**src/dmh_pkg.sv**
```systemverilog
package dmh_pkg;
    // ------------------------------------------------------------
    // operating modes and reference methods
    // ------------------------------------------------------------
    localparam logic [7:0] MODE_PROF_POS = 8'h01;
    localparam logic [7:0] MODE_PROF_VEL = 8'h03;
    localparam logic [7:0] MODE_HOMING   = 8'h06;
    localparam logic [7:0] METH_NEG_LIM  = 8'h11;
    localparam logic [7:0] METH_POS_LIM  = 8'h12;
    localparam logic [7:0] METH_REF_POS  = 8'h17;
    localparam logic [7:0] METH_REF_NEG  = 8'h1b;
    localparam logic [7:0] METH_NO_MOVE  = 8'h23;
    // ------------------------------------------------------------
    // object indices and sub-indices
    // ------------------------------------------------------------
    localparam logic [15:0] IDX_MODE_REQ  = 16'h6060;
    localparam logic [15:0] IDX_MODE_REP  = 16'h6061;
    localparam logic [15:0] IDX_ZERO_SHFT = 16'h607c;
    localparam logic [15:0] IDX_METHOD    = 16'h6098;
    localparam logic [15:0] IDX_SPEEDS    = 16'h6099;
    localparam logic [7:0]  SUB_FAST      = 8'h01;
    localparam logic [7:0]  SUB_CRAWL     = 8'h02;
    // ------------------------------------------------------------
    // command and state word bit positions
    // ------------------------------------------------------------
    localparam int CW_START_BIT = 4;
    localparam int CW_HALT_BIT  = 8;
    localparam int SW_DONE_BIT  = 12;
    localparam int SW_ERR_BIT   = 13;
    // ------------------------------------------------------------
    // reset values
    // ------------------------------------------------------------
    localparam logic [7:0]  MODE_REQ_RST  = 8'h01;
    localparam logic [7:0]  MODE_REP_RST  = 8'h01;
    localparam logic [7:0]  METHOD_RST    = 8'h23;
    localparam logic [31:0] ZERO_SHFT_RST = 32'h0;
    localparam logic [31:0] FAST_SPD_RST  = 32'h3e8;
    localparam logic [31:0] CRAWL_SPD_RST = 32'h32;
    // ------------------------------------------------------------
    // timing
    // ------------------------------------------------------------
    localparam int CLK_PERIOD_NS  = 40;
    localparam int MODE_SWITCH_NS = 200;
    localparam int MODE_SWITCH_CYC =
        (MODE_SWITCH_NS + CLK_PERIOD_NS - 1) / CLK_PERIOD_NS;
    localparam logic [3:0] MODE_SW_LAST = 4'(MODE_SWITCH_CYC - 1);

    typedef enum logic [1:0] {ST_IDLE, ST_FAST, ST_CRAWL} dmh_state_e;
endpackage

```
**src/dmh_sync.sv**
```systemverilog
`timescale 1ns/1ns
`default_nettype none
module dmh_sync #(
    parameter int W = 3
) (
    input  wire logic         clk,
    input  wire logic         rst_b,
    input  wire logic         ce,
    input  wire logic [W-1:0] din,
    output var  logic [W-1:0] dout
);
    logic [W-1:0] s1_ff;
    logic [W-1:0] s2_ff;
    logic [W-1:0] s3_ff;

    // ------------------------------------------------------------
    // three stages, level accepted once stages two and three agree
    // ------------------------------------------------------------
    always_ff @(posedge clk or negedge rst_b) begin
        if (!rst_b) begin
            s1_ff <= '0;
            s2_ff <= '0;
            s3_ff <= '0;
            dout  <= '0;
        end else if (ce) begin
            s1_ff <= din;
            s2_ff <= s1_ff;
            s3_ff <= s2_ff;
            for (int i = 0; i < W; i++) begin
                if (s2_ff[i] == s3_ff[i]) begin
                    dout[i] <= s3_ff[i];
                end
            end
        end
    end
endmodule
`default_nettype wire

```
**src/dmh_posrep.sv**
```systemverilog
`timescale 1ns/1ns
`default_nettype none
module dmh_posrep (
    input  wire logic        clk,
    input  wire logic        rst_b,
    input  wire logic        ce,
    input  wire logic [31:0] act_pos,
    input  wire logic [31:0] ref_pos,
    input  wire logic [31:0] zero_shift,
    output var  logic [31:0] pos_out
);
    // ------------------------------------------------------------
    // reported position, wraps like the position counter itself
    // ------------------------------------------------------------
    always_ff @(posedge clk or negedge rst_b) begin
        if (!rst_b) begin
            pos_out <= '0;
        end else if (ce) begin
            pos_out <= act_pos - ref_pos + zero_shift;
        end
    end
endmodule
`default_nettype wire

```
**src/dmh_drive_mode_homing.sv**
```systemverilog
`timescale 1ns/1ns
`default_nettype none
module dmh_drive_mode_homing (
    input  wire logic        REF_CLK,
    input  wire logic        RST_B,
    input  wire logic        CE,
    input  wire logic        OBJ_WR,
    input  wire logic        OBJ_RD,
    input  wire logic [15:0] OBJ_INDEX,
    input  wire logic [7:0]  OBJ_SUBIDX,
    input  wire logic [31:0] OBJ_WDATA,
    output var  logic        OBJ_ACK,
    output var  logic        OBJ_ERR,
    output var  logic [31:0] OBJ_RDATA,
    input  wire logic [15:0] CTRL_WORD,
    input  wire logic        NEG_LIMIT,
    input  wire logic        POS_LIMIT,
    input  wire logic        REF_SWITCH,
    input  wire logic [31:0] ACT_POS,
    output var  logic [15:0] STATE_WORD,
    output var  logic        MOVE_EN,
    output var  logic        MOVE_POS_DIR,
    output var  logic [31:0] MOVE_SPEED,
    output var  logic [31:0] REPORTED_POS
);
    // ------------------------------------------------------------
    // helpers
    // ------------------------------------------------------------
    function automatic logic valid_mode(input logic [7:0] code);
        return code == dmh_pkg::MODE_PROF_POS || code == dmh_pkg::MODE_PROF_VEL
            || code == dmh_pkg::MODE_HOMING;
    endfunction

    function automatic logic valid_method(input logic [7:0] code);
        return code == dmh_pkg::METH_NEG_LIM || code == dmh_pkg::METH_POS_LIM
            || code == dmh_pkg::METH_REF_POS || code == dmh_pkg::METH_REF_NEG
            || code == dmh_pkg::METH_NO_MOVE;
    endfunction

    // switch level the method homes on: {neg, pos, ref}
    function automatic logic target_lvl(input logic [7:0] meth, input logic [2:0] sw);
        if (meth == dmh_pkg::METH_NEG_LIM) begin
            return sw[2];
        end else if (meth == dmh_pkg::METH_POS_LIM) begin
            return sw[1];
        end
        return sw[0];
    endfunction

    // ------------------------------------------------------------
    // declarations
    // ------------------------------------------------------------
    logic [2:0]  sw_lvl;
    logic [2:0]  sw_prev_ff;
    logic        start_prev_ff;
    logic [7:0]  mode_req_ff;
    logic [7:0]  mode_rep_ff;
    logic [3:0]  mode_cnt_ff;
    logic [7:0]  method_ff;
    logic [31:0] zero_shift_ff;
    logic [31:0] fast_spd_ff;
    logic [31:0] crawl_spd_ff;
    logic [31:0] ref_pos_ff;
    logic        done_ff;
    logic        err_ff;
    logic        dir_pos_ff;
    logic        reversed_ff;
    dmh_pkg::dmh_state_e state_ff;

    logic neg_lvl;
    logic pos_lvl;
    logic ref_lvl;
    logic busy;
    logic limit_meth;
    logic home_start;
    logic abort_err;
    logic leave_home;
    logic travel_lim;
    logic tgt_now;
    logic tgt_fall;
    logic hit_mode;
    logic hit_meth;
    logic hit_shift;
    logic hit_speed;
    logic hit_rep;
    logic wr_ok;
    logic rd_ok;

    assign neg_lvl    = sw_lvl[2];
    assign pos_lvl    = sw_lvl[1];
    assign ref_lvl    = sw_lvl[0];
    assign busy       = state_ff != dmh_pkg::ST_IDLE;
    assign limit_meth = method_ff == dmh_pkg::METH_NEG_LIM
                     || method_ff == dmh_pkg::METH_POS_LIM;
    assign home_start = !busy && mode_rep_ff == dmh_pkg::MODE_HOMING
                     && CTRL_WORD[dmh_pkg::CW_START_BIT] && !start_prev_ff;
    assign abort_err  = CTRL_WORD[dmh_pkg::CW_HALT_BIT] || (neg_lvl && pos_lvl);
    assign leave_home = mode_req_ff != dmh_pkg::MODE_HOMING;
    assign travel_lim = dir_pos_ff ? pos_lvl : neg_lvl;
    assign tgt_now    = target_lvl(method_ff, sw_lvl);
    assign tgt_fall   = target_lvl(method_ff, sw_prev_ff) && !tgt_now;

    assign hit_mode  = OBJ_INDEX == dmh_pkg::IDX_MODE_REQ;
    assign hit_rep   = OBJ_INDEX == dmh_pkg::IDX_MODE_REP;
    assign hit_shift = OBJ_INDEX == dmh_pkg::IDX_ZERO_SHFT;
    assign hit_meth  = OBJ_INDEX == dmh_pkg::IDX_METHOD;
    assign hit_speed = OBJ_INDEX == dmh_pkg::IDX_SPEEDS
                    && (OBJ_SUBIDX == dmh_pkg::SUB_FAST || OBJ_SUBIDX == dmh_pkg::SUB_CRAWL);
    assign wr_ok = (hit_mode && valid_mode(OBJ_WDATA[7:0]))
                || (hit_meth && valid_method(OBJ_WDATA[7:0]) && !busy)
                || hit_shift || hit_speed;
    assign rd_ok = hit_mode || hit_rep || hit_shift || hit_meth || hit_speed;

    // ------------------------------------------------------------
    // pin inputs and edge history
    // ------------------------------------------------------------
    dmh_sync #(
        .W (3)
    ) u_sync (
        .clk   (REF_CLK),
        .rst_b (RST_B),
        .ce    (CE),
        .din   ({NEG_LIMIT, POS_LIMIT, REF_SWITCH}),
        .dout  (sw_lvl)
    );

    always_ff @(posedge REF_CLK or negedge RST_B) begin
        if (!RST_B) begin
            sw_prev_ff    <= '0;
            start_prev_ff <= 1'b0;
        end else if (CE) begin
            sw_prev_ff    <= sw_lvl;
            start_prev_ff <= CTRL_WORD[dmh_pkg::CW_START_BIT];
        end
    end

    // ------------------------------------------------------------
    // object writes
    // ------------------------------------------------------------
    always_ff @(posedge REF_CLK or negedge RST_B) begin
        if (!RST_B) begin
            mode_req_ff   <= dmh_pkg::MODE_REQ_RST;
            method_ff     <= dmh_pkg::METHOD_RST;
            zero_shift_ff <= dmh_pkg::ZERO_SHFT_RST;
            fast_spd_ff   <= dmh_pkg::FAST_SPD_RST;
            crawl_spd_ff  <= dmh_pkg::CRAWL_SPD_RST;
        end else if (CE && OBJ_WR && wr_ok) begin
            if (hit_mode) begin
                mode_req_ff <= OBJ_WDATA[7:0];
            end
            if (hit_meth) begin
                method_ff <= OBJ_WDATA[7:0];
            end
            if (hit_shift) begin
                zero_shift_ff <= OBJ_WDATA;
            end
            if (hit_speed && OBJ_SUBIDX == dmh_pkg::SUB_FAST) begin
                fast_spd_ff <= OBJ_WDATA;
            end
            if (hit_speed && OBJ_SUBIDX == dmh_pkg::SUB_CRAWL) begin
                crawl_spd_ff <= OBJ_WDATA;
            end
        end
    end

    // ------------------------------------------------------------
    // object answers, one cycle after the strobe
    // ------------------------------------------------------------
    always_ff @(posedge REF_CLK or negedge RST_B) begin
        if (!RST_B) begin
            OBJ_ACK   <= 1'b0;
            OBJ_ERR   <= 1'b0;
            OBJ_RDATA <= '0;
        end else if (CE) begin
            OBJ_ACK <= OBJ_WR || OBJ_RD;
            OBJ_ERR <= (OBJ_WR && !wr_ok) || (OBJ_RD && !OBJ_WR && !rd_ok);
            if (OBJ_RD && !OBJ_WR) begin
                unique case (1'b1)
                    hit_mode:  OBJ_RDATA <= {24'h0, mode_req_ff};
                    hit_rep:   OBJ_RDATA <= {24'h0, mode_rep_ff};
                    hit_shift: OBJ_RDATA <= zero_shift_ff;
                    hit_meth:  OBJ_RDATA <= {24'h0, method_ff};
                    hit_speed: OBJ_RDATA <= OBJ_SUBIDX == dmh_pkg::SUB_FAST
                                            ? fast_spd_ff : crawl_spd_ff;
                    default:   OBJ_RDATA <= '0;
                endcase
            end
        end
    end

    // ------------------------------------------------------------
    // mode switch-over
    // ------------------------------------------------------------
    // waits for an idle homing engine; a start landing on the last count still drives one travel cycle in the new mode
    always_ff @(posedge REF_CLK or negedge RST_B) begin
        if (!RST_B) begin
            mode_rep_ff <= dmh_pkg::MODE_REP_RST;
            mode_cnt_ff <= '0;
        end else if (CE) begin
            if (mode_req_ff == mode_rep_ff || busy || (OBJ_WR && hit_mode)) begin
                mode_cnt_ff <= '0;
            end else if (mode_cnt_ff == dmh_pkg::MODE_SW_LAST) begin
                mode_rep_ff <= mode_req_ff;
                mode_cnt_ff <= '0;
            end else begin
                mode_cnt_ff <= mode_cnt_ff + 4'h1;
            end
        end
    end

    // ------------------------------------------------------------
    // homing engine
    // ------------------------------------------------------------
    always_ff @(posedge REF_CLK or negedge RST_B) begin
        if (!RST_B) begin
            state_ff    <= dmh_pkg::ST_IDLE;
            dir_pos_ff  <= 1'b0;
            reversed_ff <= 1'b0;
            done_ff     <= 1'b0;
            err_ff      <= 1'b0;
            ref_pos_ff  <= '0;
        end else if (CE) begin
            if (busy && leave_home) begin
                state_ff <= dmh_pkg::ST_IDLE;
            end else if (busy && abort_err) begin
                err_ff   <= 1'b1;
                state_ff <= dmh_pkg::ST_IDLE;
            end else begin
                unique case (state_ff)
                    dmh_pkg::ST_IDLE: begin
                        if (home_start) begin
                            done_ff     <= 1'b0;
                            err_ff      <= 1'b0;
                            reversed_ff <= 1'b0;
                            state_ff    <= dmh_pkg::ST_FAST;
                            dir_pos_ff  <= method_ff == dmh_pkg::METH_POS_LIM
                                        || method_ff == dmh_pkg::METH_REF_POS;
                            if (method_ff == dmh_pkg::METH_NO_MOVE) begin
                                state_ff   <= dmh_pkg::ST_IDLE;
                                ref_pos_ff <= ACT_POS;
                                done_ff    <= 1'b1;
                            end
                        end
                    end
                    dmh_pkg::ST_FAST: begin
                        if (tgt_now) begin
                            state_ff   <= dmh_pkg::ST_CRAWL;
                            dir_pos_ff <= !dir_pos_ff;
                        end else if (!limit_meth && travel_lim) begin
                            if (reversed_ff) begin
                                err_ff   <= 1'b1;
                                state_ff <= dmh_pkg::ST_IDLE;
                            end else begin
                                reversed_ff <= 1'b1;
                                dir_pos_ff  <= !dir_pos_ff;
                            end
                        end
                    end
                    dmh_pkg::ST_CRAWL: begin
                        if (tgt_fall) begin
                            ref_pos_ff <= ACT_POS;
                            done_ff    <= 1'b1;
                            state_ff   <= dmh_pkg::ST_IDLE;
                        end
                    end
                endcase
            end
        end
    end

    // ------------------------------------------------------------
    // motion and state word outputs
    // ------------------------------------------------------------
    always_ff @(posedge REF_CLK or negedge RST_B) begin
        if (!RST_B) begin
            MOVE_EN      <= 1'b0;
            MOVE_POS_DIR <= 1'b0;
            MOVE_SPEED   <= '0;
            STATE_WORD   <= '0;
        end else if (CE) begin
            MOVE_EN      <= busy;
            MOVE_POS_DIR <= dir_pos_ff;
            MOVE_SPEED   <= state_ff == dmh_pkg::ST_FAST  ? fast_spd_ff
                          : state_ff == dmh_pkg::ST_CRAWL ? crawl_spd_ff : '0;
            STATE_WORD   <= '0;
            STATE_WORD[dmh_pkg::SW_DONE_BIT] <= done_ff;
            STATE_WORD[dmh_pkg::SW_ERR_BIT]  <= err_ff;
        end
    end

    dmh_posrep u_posrep (
        .clk        (REF_CLK),
        .rst_b      (RST_B),
        .ce         (CE),
        .act_pos    (ACT_POS),
        .ref_pos    (ref_pos_ff),
        .zero_shift (zero_shift_ff),
        .pos_out    (REPORTED_POS)
    );
endmodule
`default_nettype wire

```
**config.mk**
```make
export PLATFORM = sky130hd
export DESIGN_NAME = dmh_drive_mode_homing
export DESIGN_NICKNAME = d
export VERILOG_FILES = /design/src/dmh_pkg.sv /design/src/dmh_sync.sv /design/src/dmh_posrep.sv /design/src/dmh_drive_mode_homing.sv
export SDC_FILE = /design/constraint.sdc
export NUM_CORES = 1
export LEC_CHECK = 0
export BUFFER_PORTS_ARGS = -buffer_cell sky130_fd_sc_hd__clkbuf_2
export CAP_MARGIN = 20
export CORE_MARGIN = 8
export CORE_UTILIZATION = 35
export CTS_CLUSTER_DIAMETER = 120
export CTS_CLUSTER_SIZE = 10
export DETAILED_ROUTE_END_ITERATION = 10
export PLACE_DENSITY_LB_ADDON = 0.15
export SLEW_MARGIN = 20
export SYNTH_ARGS = -nofsm -noshare
export SYNTH_HDL_FRONTEND = slang
export SYNTH_SLANG_ARGS = --single-unit
export TNS_END_PERCENT = 30
```
**constraint.sdc**
```tcl
create_clock -name REF_CLK -period 4.15 [get_ports REF_CLK]
set_clock_uncertainty 0.15 [all_clocks]
set_input_delay 0.83 -clock REF_CLK [delete_from_list [all_inputs] [get_ports REF_CLK]]
set_output_delay 0.83 -clock REF_CLK [all_outputs]
set_load 0.01 [all_outputs]
```
==> results.tsv, run 1 <==
metric	value	unit
synth-to-layout area growth	16.82	%
Synth Instances	1469	
CP peak stage delay	0.46	ns
cells along the critical path	inv_1 > ha_1 > inv_1 > ha_1 > inv_1 > fa_1 > nand2b_1 > a21oi_1 > o21bai_1 > a31oi_1 > a31oi_1 > o31ai_1 > xnor2_1 > mux2_2	
Max Slew Vio Count	0	
Iteration-0 DRC Markers	536	
Seq/Total Area, Yosys	46.21	%
DP Area	16940	um2
CP startpoint kind	register	
number of fill cells	4308	
final instance area	17760	um2
Core Region	42980	um2
GRT Overall Usage	17.19	%
Tightest Pin Transition	0.7693	ns
buffers and inverters on the worst path	3	
Final HPWL DP	31780	um
antenna violations before repair	3	
number of antenna repair diodes	0	
H-Tree Level Count	1	
DR WL/cell	19.24	um
Yosys reg bits	280	
Avg Cell Area, Syn	10.35	um2
Max Cap Violations	0	
Post-CTS Setup Inserts	0	
most common cell after layout, fill and taps aside	dfrtp_1	
post_cts resized	0	
WL final	43450	um
number of cells on the critical path	14	
RSZ-0062 raised after global routing	no	
area occupied by multi-input gates	7286	um2
Final min period	3.681	ns
Synth top area share	43.79	%
WS Path Type	register to register	
Yosys top cell by area	dfrtp_1	
TritonRoute pass-1 iters	5	
Top FF cell, synth	dfrtp_1	
Mapped Area	15200	um2
vias in the first global route	11760	
grt ovf	0	
via count	11150	
critical path fanouts, max	3	
fmax	0.2716	GHz
Port Buffer Count	199	
clock root buffer master	clkbuf_16	
die area	50360	um2
Worst-path clk slew	0.06	ns
Layout Nets	1844	
placer congestion estimate	0.8456	
outcome	completed	
Final Hold Fails	0	
hold_buf cts	0	
CP arrival	3.97	ns
worst vdd ir	0.0002926	V
fin crit share	88.71	%
Final Setup Violations	0	
Worst Reg-to-Reg Cells	14	
CTS tree	built	
I/O pin count	228	
clock sink count	280	
Skew-Pair Late Insertion Delay	0.58	ns
Unique masters post-synth	76	
largest net degree at the start of global routing	92	
first-pass GRT wire length	68940	um
worst min path class	input pin to async pin	
Pwr Total	0.006245	W
Post-synth EDFFs	0	
vias per cell	4.934	
WP data required	4.44	ns
CP Capture Type	register	
top post-synthesis cells by area	dfrtp_1 44%, mux2_2 12%, a21oi_1 4.4%, fa_1 4.1%, inv_1 3.7%	
Ys Warns	0	
Power Dens Cells	351.6	nW/um2
P_leak	8.967	nW
most frequent cells in the layout	266 x dfrtp_1, 197 x clkbuf_2, 158 x mux2_2	
Num CTS Buffers	31	
Crit path top cell by count	inv_1	
storage element area	7024	um2
max_slew headroom	48.72	%
die height	224.4	um
DRC	0	
Clock Path Buffers	3	
share of layout cells above drive strength 1	27.18	%
Initial Util	35.37	%
Row Count	76	
delay-heaviest family, CP	compound AO/OA/AOI/OAI gates	
antenna viol nets, final	0	
CP max stage cell	fa_1	
die width	224.4	um
Post-synth ARST share	100.0	%
## sequential cells by signal (all words and copies together) (netlist names), 2 cells and up
register,cells
u_sync.s3_ff,3
sw_prev_ff,3
mode_cnt_ff,4
u_sync.dout,3
zero_shift_ff,32
state_ff,2
mode_req_ff,8
MOVE_SPEED,32
mode_rep_ff,8
method_ff,8
u_sync.s2_ff,3
STATE_WORD,2
crawl_spd_ff,32
fast_spd_ff,32
OBJ_RDATA,32
u_posrep.pos_out,32
ref_pos_ff,32
u_sync.s1_ff,3
## routing by layer
layer | share of wire (%) | track usage (%) | up-vias
met5 | 0.094 | 0 | -
met4 | 1.4 | 3.418 | 6
met3 | 5.0 | 3.243 | 46
met2 | 44 | 26.89 | 198
met1 | 49 | 24.65 | 5483
li1 | - | - | 5413
## per-stage QoR
stage / instances / hold slack, ns / util [%] / TNS [ns] / setup WS, ns
floorplan: 1482 / 0.3071 / - / 0 / 0.4362
global placement: 2215 / 0.3143 / 39.40 / -0.06778 / -0.04300
detailed placement: 2215 / 0.3198 / 39.40 / -0.1473 / -0.06769
CTS: 2259 / 0.05355 / 41.32 / 0 / 0.4480
global route: 2259 / 0.06653 / 41.32 / 0 / 0.2137
finish: 2259 / 0.06084 / 41.32 / 0 / 0.4687
## worst register-to-register path, cell delays in order, from the launching register on
cell,delay [ns]
dfrtp_1,0.45
inv_1,0.07
ha_1,0.26
inv_1,0.06
ha_1,0.20
inv_1,0.08
fa_1,0.46
nand2b_1,0.19
a21oi_1,0.26
o21bai_1,0.17
a31oi_1,0.35
a31oi_1,0.19
o31ai_1,0.28
xnor2_1,0.12
mux2_2,0.27
## Yosys cell counts, types with 9 or more instances
master,n
a221oi_1,10
nor3_1,14
clkbuf_1,54
nand2_1,102
o21ai_0,71
dfrtp_1,266
ha_1,38
nor4_1,9
mux2i_1,10
xor2_1,16
nand3_1,14
nor2b_1,15
buf_4,14
xnor2_1,22
fa_1,31
a2bb2oi_1,24
mux2_1,31
a21o_1,22
inv_1,148
dfstp_2,14
a21oi_1,133
nor2_1,112
mux2_2,158
## report_power, final
part           switching (W)  internal (W)  total (W)  leakage (nW)
Sequential          0.000101       0.00287    0.00297          3.69
Clock                0.00108       0.00134    0.00243         0.397
Combinational       0.000485      0.000363   0.000847          4.88
## area by class of cell
cell class | count | share of cell area [%]
clock buffers | 44 | 4.643
inverters | 149 | 3.149
multi-input cells | 967 | 41.02
flip-flops and latches | 280 | 39.55
well taps | 585 | 4.121
repair buffers | 234 | 7.510
## cell families after synthesis
logic type / after synthesis / synth area share, %
buffers and inverters: 235 / 6.354
other: 1 / 0.02467
flip-flops: 280 / 46.21
AND/OR/NAND/NOR: 325 / 10.26
adder cells (fa/ha/maj): 69 / 7.210
multiplexers: 199 / 14.66
AO/OA/AOI/OAI: 322 / 13.10
XOR/XNOR: 38 / 2.189
## worst paths after layout
check / from / endpoint / slack (ns)
max reg2reg: zero_shift_ff[0]$_DFFE_PN0P_ / u_posrep.pos_out[24]$_DFFE_PN0P_ / 0.47
max in group asynchronous: RST_B / u_posrep.pos_out[23]$_DFFE_PN0P_ / 2.86
min reg2reg: OBJ_RDATA[11]$_DFFE_PN0P_ / OBJ_RDATA[11]$_DFFE_PN0P_ / 0.33
max: zero_shift_ff[0]$_DFFE_PN0P_ / u_posrep.pos_out[24]$_DFFE_PN0P_ / 0.47
min in group REF_CLK: OBJ_RDATA[11]$_DFFE_PN0P_ / OBJ_RDATA[11]$_DFFE_PN0P_ / 0.33
min: RST_B / OBJ_RDATA[3]$_DFFE_PN0P_ / 0.06
No activity file was read; power rests on OpenSTA's default activity.
==> run 2, diff against run 1 <==
CORE_ASPECT_RATIO = 1.75   (was not set)
==> results.tsv, run 2 (synthesized netlist as in run 1, its figures left out) <==
metric	value	unit
Final HPWL DP	33920	um
Core Region	43090	um2
DRC	0	
Num CTS Buffers	31	
placement-stage worst setup slack	-0.05717	ns
Skew-Pair Late Insertion Delay	0.59	ns
antenna violations before repair	1	
GR Util met2	34.24	%
Port Buffer Count	199	
H-Tree Level Count	1	
hold_buf cts	0	
Pwr Total	0.006351	W
buffers and inverters on the worst path	2	
Final Setup Violations	0	
CP arrival	3.98	ns
delay-heaviest family, CP	compound AO/OA/AOI/OAI gates	
fin crit share	88.12	%
WP data required	4.47	ns
worst min path class	input pin to async pin	
largest net degree at the start of global routing	100	
Final min period	3.657	ns
antenna viol nets, final	0	
Layout Nets	1839	
I/O pin count	228	
die area	50620	um2
Row Count	101	
Max Slew Vio Count	0	
fmax	0.2734	GHz
DR WL/cell	20.51	um
grt met3 use	2.935	%
worst vdd ir	0.0002696	V
CTS tree	built	
final worst slack	0.4930	ns
Max Cap Violations	0	
Critical R2R Launch	zero_shift_ff[1]$_DFFE_PN0P_	
GRT Overall Usage	18.18	%
CP Capture Type	register	
WS Path Type	register to register	
Worst-path clk slew	0.06	ns
post_cts resized	0	
via count	11350	
outcome	completed	
CP startpoint kind	register	
die height	291.7	um
met1 GRT Util	19.83	%
synth-to-layout area growth	16.71	%
Power Dens Cells	358.0	nW/um2
TritonRoute pass-1 iters	5	
P_leak	8.953	nW
max_slew headroom	54.26	%
most common cell after layout, fill and taps aside	dfrtp_1	
vias in the first global route	12150	
share of layout cells above drive strength 1	26.89	%
Clock Path Buffers	3	
Tightest Pin Transition	0.6819	ns
grt ovf	0	
clock root buffer master	clkbuf_16	
most frequent cells in the layout	266 x dfrtp_1, 197 x clkbuf_2, 158 x mux2_2	
Worst setup startpoint	zero_shift_ff[1]$_DFFE_PN0P_	
placer congestion estimate	0.8695	
RSZ-0062 raised after global routing	no	
Post-CTS Setup Inserts	0	
Iteration-0 DRC Markers	761	
Crit path top cell by count	inv_1	
die width	173.5	um
clock sink count	280	
CP max stage cell	fa_1	
WL final	46120	um
CP peak stage delay	0.52	ns
number of fill cells	4330	
busiest layer in global routing	met2	
critical path fanouts, max	3	
Final Hold Fails	0	
vias per cell	5.048	
Initial Util	35.28	%
cells along the critical path	inv_1 > fa_1 > inv_1 > ha_1 > a211o_1 > a211oi_1 > o211ai_1 > a41o_1 > a41oi_1 > a21oi_1 > xor2_1 > mux2_2	
first-pass GRT wire length	72270	um
==> run 2: power by group <==
| group | internal (W) | leakage [nW] | total, W | switching, W |
|---|---|---|---|---|
| clock network | 0.00140 | 0.420 | 0.00254 | 0.00114 |
| registers | 0.00287 | 3.69 | 0.00296 | 0.0000920 |
| logic | 0.000356 | 4.84 | 0.000854 | 0.000498 |
==> run 2: path summary, 6_finish.rpt <==
path                                                     to  slack (ns)  cells after the start
max                        u_posrep.pos_out[27]$_DFFE_PN0P_        0.49                     12
min                             u_sync.s2_ff[0]$_DFFE_PN0P_        0.04                      1
max reg2reg                u_posrep.pos_out[27]$_DFFE_PN0P_        0.49                     12
min reg2reg                       OBJ_RDATA[16]$_DFFE_PN0P_        0.32                      2
max in group asynchronous     zero_shift_ff[29]$_DFFE_PN0P_        2.83                      2
min in group REF_CLK              OBJ_RDATA[16]$_DFFE_PN0P_        0.32                      2
==> run 2: area by class of cell <==
class	instances	area [um2]	share of cell area (%)
well taps	566	708.2	3.992
repair buffers	229	1271	7.165
diodes	1	2.502	0.01410
clock inverters	1	20.02	0.1128
multi-input cells	967	7291	41.09
flip-flops and latches	280	7024	39.59
inverters	149	559.3	3.152
clock buffers	55	865.8	4.880
==> run 2: routing by layer <==
metal	wire length (um)	vias to the layer above
li1	-	5402
met1	17420	5623
met2	25000	263
met3	1979	60
met4	1720	0
met5	0	-
==> run 2: metrics by stage <==
| step | hold slack (ns) | setup TNS (ns) | instance area [um2] | utilization, % | cells |
|---|---|---|---|---|---|
| finish | 0.03782 | 0 | 17740 | 41.17 | 2248 |
| detailed placement | 0.3220 | -0.1117 | 16840 | 39.09 | 2191 |
| global placement | 0.3147 | -0.09958 | 16840 | 39.09 | 2191 |
| CTS | 0.02761 | 0 | 17730 | 41.14 | 2247 |
| global route | 0.05812 | 0 | 17740 | 41.17 | 2247 |
| floorplan | 0.3071 | 0 | 15250 | - | 1482 |
